`config.mk`:
```
export PLATFORM = sky130hd
export DESIGN_NAME = interrupt_mask_and_instr_pointer
export DESIGN_NICKNAME = d
export VERILOG_FILES = /design/src/hdl/interrupt_mask_and_instr_pointer.v
export VERILOG_INCLUDE_DIRS = /design/src /design/src/shared
export SDC_FILE = /design/constraint.sdc
export NUM_CORES = 1
export LEC_CHECK = 0
export ABC_AREA = 1
export BUFFER_PORTS_ARGS = -buffer_cell sky130_fd_sc_hd__buf_4
export CAP_MARGIN = 10
export CORE_MARGIN = 2
export CORE_UTILIZATION = 35
export DETAILED_ROUTE_END_ITERATION = 10
export HOLD_SLACK_MARGIN = 0.05
export PLACE_DENSITY = 0.58
export SKIP_LAST_GASP = 1
export SYNTH_ARGS = -nofsm -noshare
export SYNTH_HDL_FRONTEND = slang
export SYNTH_SLANG_ARGS = --single-unit
export TNS_END_PERCENT = 30
```
`constraint.sdc`:
```
create_clock -name clock -period 1.8 [get_ports clock]
set_clock_uncertainty 0.05 [all_clocks]
set_input_delay 0.36 -clock clock [delete_from_list [all_inputs] [get_ports clock]]
set_output_delay 0.36 -clock clock [all_outputs]
set_load 0.02 [all_outputs]
```
`src/shared/intmask_ip_defines.vh`:
```
// Register addresses and field constants for the interrupt mask and instruction pointer block.
`ifndef INTMASK_IP_DEFINES_VH
`define INTMASK_IP_DEFINES_VH
`define ADDR_INSTR_POINTER_HIGH_BYTE 8'hda
`define ADDR_INSTR_POINTER_LOW_BYTE 8'hdb
`define ADDR_INTERRUPT_LEVEL_ENABLE 8'hdd
`define LEVEL_COUNT 8
`define BYTE_ZERO 8'h00
`define IP_HIGH_MSB 15
`define IP_HIGH_LSB 8
`define IP_LOW_MSB 7
`define IP_LOW_LSB 0
`endif

```
`src/hdl/interrupt_mask_and_instr_pointer.v`:
```
// Interrupt level enable register and 16-bit instruction pointer with register access.
`timescale 1ns/1ps
`default_nettype none
`include "intmask_ip_defines.vh"

// Contract
// [RL1] One enable bit per level n; 1 unmasks, 0 masks that level.
// [RL2] A masked level's request never reaches the CPU core.
// [RL3] High pointer register holds pointer bits 15 to 8, byte read/write.
// [RL4] Low pointer register holds pointer bits 7 to 0, byte read/write.
// [RL5] These registers are reached by direct register addressing only.
// [RL6] Software writes all bits after reset before relying on them.
module interrupt_mask_and_instr_pointer (
    input wire clock,
    input wire rst,
    input wire clock_enable,
    input wire [7:0] reg_address,
    input wire reg_direct_mode,
    input wire reg_write,
    input wire reg_read,
    input wire [7:0] reg_write_data,
    input wire ip_load,
    input wire [15:0] ip_load_value,
    input wire [7:0] interrupt_level_request,
    output reg [7:0] reg_read_data,
    output reg reg_read_hit,
    output reg [7:0] interrupt_level_enable,
    output reg [15:0] instruction_pointer,
    output reg [7:0] recognised_request
);

    reg [7:0] request_meta;
    reg [7:0] request_sync;

    // Only a direct register access may touch these locations.
    function hit;
        input [7:0] address;
        input [7:0] target;
        input direct;
        begin
            hit = direct && (address == target); // RL5
        end
    endfunction

    wire write_enable =
        hit(reg_address, `ADDR_INTERRUPT_LEVEL_ENABLE, reg_direct_mode) && reg_write;
    wire write_high =
        hit(reg_address, `ADDR_INSTR_POINTER_HIGH_BYTE, reg_direct_mode) && reg_write;
    wire write_low = hit(reg_address, `ADDR_INSTR_POINTER_LOW_BYTE, reg_direct_mode) && reg_write;

    reg [7:0] next_read_data;
    reg next_read_hit;

    always @* begin
        next_read_data = `BYTE_ZERO;
        next_read_hit = 1'b0;
        if (reg_read && reg_direct_mode) begin // RL5
            case (reg_address)
                `ADDR_INTERRUPT_LEVEL_ENABLE: begin
                    next_read_data = interrupt_level_enable; // RL1
                    next_read_hit = 1'b1;
                end
                `ADDR_INSTR_POINTER_HIGH_BYTE: begin
                    next_read_data = instruction_pointer[`IP_HIGH_MSB:`IP_HIGH_LSB]; // RL3
                    next_read_hit = 1'b1;
                end
                `ADDR_INSTR_POINTER_LOW_BYTE: begin
                    next_read_data = instruction_pointer[`IP_LOW_MSB:`IP_LOW_LSB]; // RL4
                    next_read_hit = 1'b1;
                end
                default: begin
                    next_read_data = `BYTE_ZERO;
                    next_read_hit = 1'b0;
                end
            endcase
        end
    end

    // Requests come from outside the core domain, so two stages precede gating.
    always @(posedge clock) begin
        if (rst) begin
            request_meta <= `BYTE_ZERO;
            request_sync <= `BYTE_ZERO;
            recognised_request <= `BYTE_ZERO;
            reg_read_data <= `BYTE_ZERO;
            reg_read_hit <= 1'b0;
        end else if (clock_enable) begin
            request_meta <= interrupt_level_request;
            request_sync <= request_meta;
            recognised_request <= request_sync & interrupt_level_enable; // RL2
            reg_read_data <= next_read_data;
            reg_read_hit <= next_read_hit;
        end
    end

    // Reset leaves these undefined in the device; zero is used so simulation stays clean,
    // but software still must program every bit before use.
    always @(posedge clock) begin
        if (rst) begin
            interrupt_level_enable <= `BYTE_ZERO; // RL6
            instruction_pointer <= {`BYTE_ZERO, `BYTE_ZERO};
        end else if (clock_enable) begin
            if (write_enable) begin
                interrupt_level_enable <= reg_write_data; // RL1
            end
            // A register write beats a core load of the same byte in the same cycle.
            if (write_high) begin
                instruction_pointer[`IP_HIGH_MSB:`IP_HIGH_LSB] <= reg_write_data; // RL3
            end else if (ip_load) begin
                instruction_pointer[`IP_HIGH_MSB:`IP_HIGH_LSB] <= ip_load_value[`IP_HIGH_MSB:`IP_HIGH_LSB];
            end
            if (write_low) begin
                instruction_pointer[`IP_LOW_MSB:`IP_LOW_LSB] <= reg_write_data; // RL4
            end else if (ip_load) begin
                instruction_pointer[`IP_LOW_MSB:`IP_LOW_LSB] <= ip_load_value[`IP_LOW_MSB:`IP_LOW_LSB];
            end
        end
    end

endmodule // interrupt_mask_and_instr_pointer
`default_nettype wire

```
==> summary.txt, run 1 <==
Run status
  • Outcome: complete, no violations

Detailed routing
  • Drt initial violations: about 110
  • Via count: around 2700
  • Routed Antenna Nets: 0
  • First-pass DRT Iterations: 4
  • Post-Route WL: 7.33 mm
  • Vias per inst: roughly 4.7
  • Avg WL per Cell: between 10 and 15 microns
  • # DRC: 0

Finish
  • Finished Cell Area: ~3600 sq um
  • ANT cells: 0
  • Fraction of layout cells with a size suffix above 1: 0.260
  • Final #Nets: approximately 520
  • Fillers: 817
  • Area growth syn-to-layout: 35.8%
  • Final non-filler cell total: about 580
  • Area of the multi-input gates: 1230 sq um
  • Area occupied by registers: around 1100 sq um
  • Fin util: 0.492

Synthesis
  • Syn avg cell area: around 7 sq um
  • Sequential share of the synthesized area: 0.432
  • Synth warn: 0
  • Post-Synthesis Cells: between 300 and 400
  • Synth cell types: 19
  • FF+latch count, synth: 57
  • Syn_nets: about 430
  • Netlist Area Pre-Place: approximately 2600 sq um

Die
  • # rows: 31
  • Core ar.: 7290 sq um
  • Die W: approximately 91 microns
  • Die Y: 90.9 microns
  • Starting density of the core: 0.362
  • I/O pins: around 90
  • Die area: a little over 8000 sq um

Clock tree
  • Max clock buf depth: 2
  • CTS Hold Bufs: 0
  • Clock latency at the later pin of the worst-skew pair: roughly 0.34 ns
  • Post-CTS setup buffers: 0
  • CTS Sinks: 57
  • CTS H-tree lvls: 3
  • TritonCTS buffer count: 9
  • Root buf cell: clkbuf_8
  • Clk slew on worst S/H paths: 0.07 ns
  • CTS tree: done
  • PostCTS Resize Cnt: 0

Timing
  • Max-slew violations: 0
  • Final period util: 0.767
  • Final hold vios: 0
  • Setup violations, final: 0
  • Final min period: roughly 1.4 ns
  • Slew @ Worst Pin: 0.482 ns
  • Max-slew headroom at the worst pin: 0.679
  • Setup TNS: 0 ns
  • RSZ-0062 raised after global routing: false
  • Fmax: between 700 and 800 MHz

Placement
  • Post-DP HPWL: approximately 5.4 mm
  • Routability Congestion: about 0.77
  • Placed Instance Area: 3390 sq um
  • Port Buffers: 87
  • Placed cells: 560

Worst setup path
  • CP max FO: 16
  • Worst Setup Path Type: in2reg
  • Startpoint types: primary input
  • CP required: between 1.5 and 2 ns
  • CP endpoint kind: register
  • Critical Path AT: between 1.5 and 2 ns
  • Crit path from: reg_address[5]
  • RR Startpoint: interrupt_level_enable[4]$_SDFFE_PP0P_
  • Reg2Reg Depth: 4

Global routing
  • Largest net degree at the start of global routing: 25
  • First-pass GRT wire length: approximately 12 mm
  • Vias in the first global route: approximately 2500
  • GR Util All Layers: 0.181
  • Gr ovfl total: 0
  • Initial antenna violation count: 0

Power and ir drop
  • Leakage: around 0.0017 uW
  • Worst vdd ir: ~0.32 mV
  • Total design power: around 2900 uW
  • Power per cell area: ~800 nW/um^2

Min path
  • Hold path depth: 3
  • Tightest Hold Check Type: in2reg
  • Min-delay src: interrupt_level_request[0]

Run
  • Max-capacitance violation count: 0
## final timing paths
kind	end	slack (ns)
hold reg to reg	reg_read_hit$_SDFFE_PP0P_	0.42
setup / recovery	interrupt_level_enable[7]$_SDFFE_PP0P_	0.42
hold / removal	request_meta[0]$_SDFFE_PP0P_	0.19
setup reg to reg	reg_read_data[4]$_SDFFE_PP0P_	0.83
## cell usage in the layout, fill, tap and decap left out, types with 3 or more instances in the layout
cell type  instances
a21oi_1           25
buf_4             96
clkbuf_8          10
dfxtp_1           57
inv_1             40
nand2_1           66
nand2_2            5
nand3_1           42
nor2_1            72
nor2_4             3
o21ai_0           47
## where the power goes
part           switching (uW)  internal (uW)  total [uW]
logic                     219            175         393
clock network             523            672        1190
registers                39.2           1320        1360
## cell usage after synthesis
cell type	number	share of area
nor2_1	72	0.10
buf_1	3	0.0043
nand2_1	66	0.094
or2_1	1	0.0024
a21oi_1	25	0.047
nor2_8	1	0.0076
buf_2	6	0.011
o21ai_0	47	0.089
nand3_4	2	0.013
buf_6	4	0.017
dfxtp_1	57	0.43
nor2_4	3	0.013
clkbuf_1	8	0.011
clkinv_1	1	0.0014
o21ai_1	1	0.0019
o21ai_2	1	0.0033
nand3_1	42	0.080
nand2_2	5	0.012
inv_1	40	0.057
## layer usage
layer | vias up | routed length (microns) | global-route usage
li1 | 1392 | - | -
met1 | 1219 | 3440 | 0.241
met2 | 59 | 3430 | 0.285
met3 | 10 | 349 | 0.0334
met4 | 0 | 112 | 0.0795
met5 | - | 0 | 0
## metrics by stage
stage          hold WS, ns  worst slack (ns)
2_1_floorplan        0.399             0.293
3_3_place_gp         0.405             0.124
3_5_place_dp         0.409            0.0877
4_1_cts              0.177             0.428
5_1_grt              0.208             0.303
6_report             0.190             0.420
## worst max-delay path: stages
cell	delay (ns)
buf_4	0.10
inv_1	0.04
nand2_1	0.11
nor2_8	0.17
nand2_2	0.07
or2_1	0.39
o21ai_0	0.23
a21oi_1	0.06
## flip-flops by register name (all words and copies together), names as in the netlist
signal	count
request_sync	8
request_meta	8
recognised_request	8
instruction_pointer	16
reg_read_hit	1
interrupt_level_enable	8
reg_read_data	8
## logic make-up after synthesis
family / Yosys count / share of synthesized area
simple gates: 192 / 0.324
buf+inv: 62 / 0.102
compound gates: 74 / 0.142
flops: 57 / 0.432
## cell type report
| cell class | instances | area share |
|---|---|---|
| multi-input combinational | 266 | 0.343 |
| sequential | 57 | 0.318 |
| timing repair buffer | 97 | 0.207 |
| inverter | 41 | 0.0429 |
| clock buffer | 11 | 0.0394 |
| tap | 99 | 0.0346 |
| clock inverter | 5 | 0.0154 |
Power figures use the tool's default switching activity.
==> inputs of run 2 (changes only) <==
==> constraint.sdc (replaced) <==
create_clock -name clock -period 1.29 [get_ports clock]
set_clock_uncertainty 0.05 [all_clocks]
set_input_delay 0.258 -clock clock [delete_from_list [all_inputs] [get_ports clock]]
set_output_delay 0.258 -clock clock [all_outputs]
set_load 0.02 [all_outputs]
==> run 2 against run 1 <==
Final area rose by 2.9%. First-iteration DRC count rose by 6.4%. Highest routed layer unchanged. Routed wire length up 0.72%. Power increased by 46%. Sequential power up 40%.
==> summary.txt, run 2 (synthesized netlist as in run 1, its figures left out) <==
Global routing
  • Gr ovfl total: 0
  • Vias in the first global route: ~2500
  • GR Util All Layers: 0.182
  • First-pass GRT wire length: approximately 12 mm
  • Initial antenna violation count: 0
  • Largest net degree at the start of global routing: 26

Worst setup path
  • Reg2Reg Depth: 4
  • CP endpoint kind: output pin
  • Worst Setup Path Type: reg2out
  • CP required: a little under 1 ns
  • Worst path top cell family by delay: flip-flops
  • Worst path cell trace: buf_4
  • Critical Path AT: 0.93 ns
  • CP max stage delay: around 0.42 ns
  • Startpoint types: register
  • WP buf/inv: 1
  • Max stage delay cell, worst path: dfxtp_1
  • Worst path depth: 1
  • CP max FO: 4

Placement
  • Routability Congestion: about 0.8
  • Placed Instance Area: 3470 sq um
  • Port Buffers: 87
  • Post-DP HPWL: around 5.5 mm
  • Placed cells: around 570

Timing
  • Setup violations, final: 0
  • Final hold vios: 0
  • Final min period: approximately 1.2 ns
  • Setup TNS: 0 ns
  • Final period util: 0.959
  • Max-slew violations: 0
  • Fmax: around 800 MHz
  • Max-slew headroom at the worst pin: 0.799
  • Slew @ Worst Pin: roughly 0.3 ns
  • RSZ-0062 raised after global routing: true

Die
  • Core ar.: roughly 7300 sq um
  • Die area: a little over 8000 sq um
  • Starting density of the core: 0.362
  • I/O pins: 88
  • # rows: 31
  • Die W: approximately 90 microns
  • Die Y: 90.9 microns

Run
  • Max-capacitance violation count: 0

Power and ir drop
  • Worst vdd ir: around 0.58 mV
  • Leakage: approximately 0.0018 uW
  • Power per cell area: 1160 nW/um^2

Detailed routing
  • Post-Route WL: 7.39 mm
  • # DRC: 0
  • First-pass DRT Iterations: 5
  • Vias per inst: approximately 4.7
  • Routed Antenna Nets: 0
  • Via count: between 2000 and 3000
  • Drt initial violations: 116
  • Avg WL per Cell: between 10 and 15 microns

Clock tree
  • CTS H-tree lvls: 3
  • CTS Hold Bufs: 0
  • Max clock buf depth: 2
  • Clk slew on worst S/H paths: 0.06 ns
  • CTS Sinks: 57
  • Clock latency at the later pin of the worst-skew pair: ~0.33 ns
  • Root buf cell: clkbuf_8
  • TritonCTS buffer count: 9
  • CTS tree: done

Finish
  • Area growth syn-to-layout: 39.7%
  • Max reg flops: 16
  • Final #Nets: 525
  • Fraction of layout cells with a size suffix above 1: 0.278
  • Final non-filler cell total: between 500 and 600
  • Commonest non-fill, non-tap cell in the layout: buf_4
  • ANT cells: 0
  • Most frequent cells in the layout: 101 x buf_4, 72 x nor2_1, 63 x nand2_1
  • Top reg by flops: instruction_pointer
  • Finished Cell Area: 3690 sq um
  • Fin util: 0.506

Min path
  • Tightest Hold Check Type: in2reg
  • Hold path depth: 3

Run status
  • Outcome: complete, no violations
-- run 2: changes by cell type in the layout (fill, tap and decap cells not counted), moves of 2 or more --
cell	change
nand2_1	-3
buf_4	+5
nand2_2	+2
clkinvlp_4	-2
inv_1	-2
-- run 2: area by class of cell --
| class | instances | area, sq um |
|---|---|---|
| Fill cell | 793 | 3600 |
| Multi-Input combinational cell | 266 | 1250 |
| Sequential cell | 57 | 1140 |
| Timing Repair Buffer | 103 | 790 |
| Inverter | 41 | 170 |
| Clock buffer | 12 | 145 |
| Tap cell | 99 | 124 |
| Clock inverter | 3 | 65.1 |
-- run 2: worst paths after layout --
path,start,slack (ns),to
max,interrupt_level_enable[5]$_SDFFE_PP0P_,0.05,interrupt_level_enable[5]
min,interrupt_level_request[5],0.1,request_meta[5]$_SDFFE_PP0P_
max reg2reg,interrupt_level_enable[5]$_SDFFE_PP0P_,0.31,reg_read_data[5]$_SDFFE_PP0P_
min reg2reg,reg_read_data[3]$_SDFFE_PP0P_,0.42,reg_read_data[3]$_SDFFE_PP0P_
-- run 2: stage by stage --
stage	setup WS (ns)	hold slack, ns	total power (uW)
after floorplan	-0.0963	0.343	2240
after global placement	-0.257	0.406	2510
after detailed placement	-0.308	0.408	2520
after CTS	0.0391	0.0925	4330
after global routing	-0.000447	0.103	4470
final	0.0533	0.0996	4290
-- run 2: per-layer routing --
metal / wire length, microns / share of wire / vias to the layer above / GRT usage
met3: 408 / 0.055 / 7 / 0.0384
met2: 3560 / 0.48 / 64 / 0.289
met1: 3350 / 0.45 / 1229 / 0.244
met4: 70 / 0.0095 / 0 / 0.0644
met5: 0 / 0 / - / 0
li1: - / - / 1404 / -
-- run 2: power breakdown --
part / leakage, uW / switching, uW / internal, uW
sequential: 0.000468 / 54.8 / 1840
clock: 0.000106 / 687 / 1130
combinational: 0.00121 / 318 / 260
-- run 2: what timing repair did --
item	4_1_cts	5_1_grt
setup buffers	0	0
endpoints found under the hold margin	0	0
setup endpoints to repair	0	7
gates resized for setup	0	3
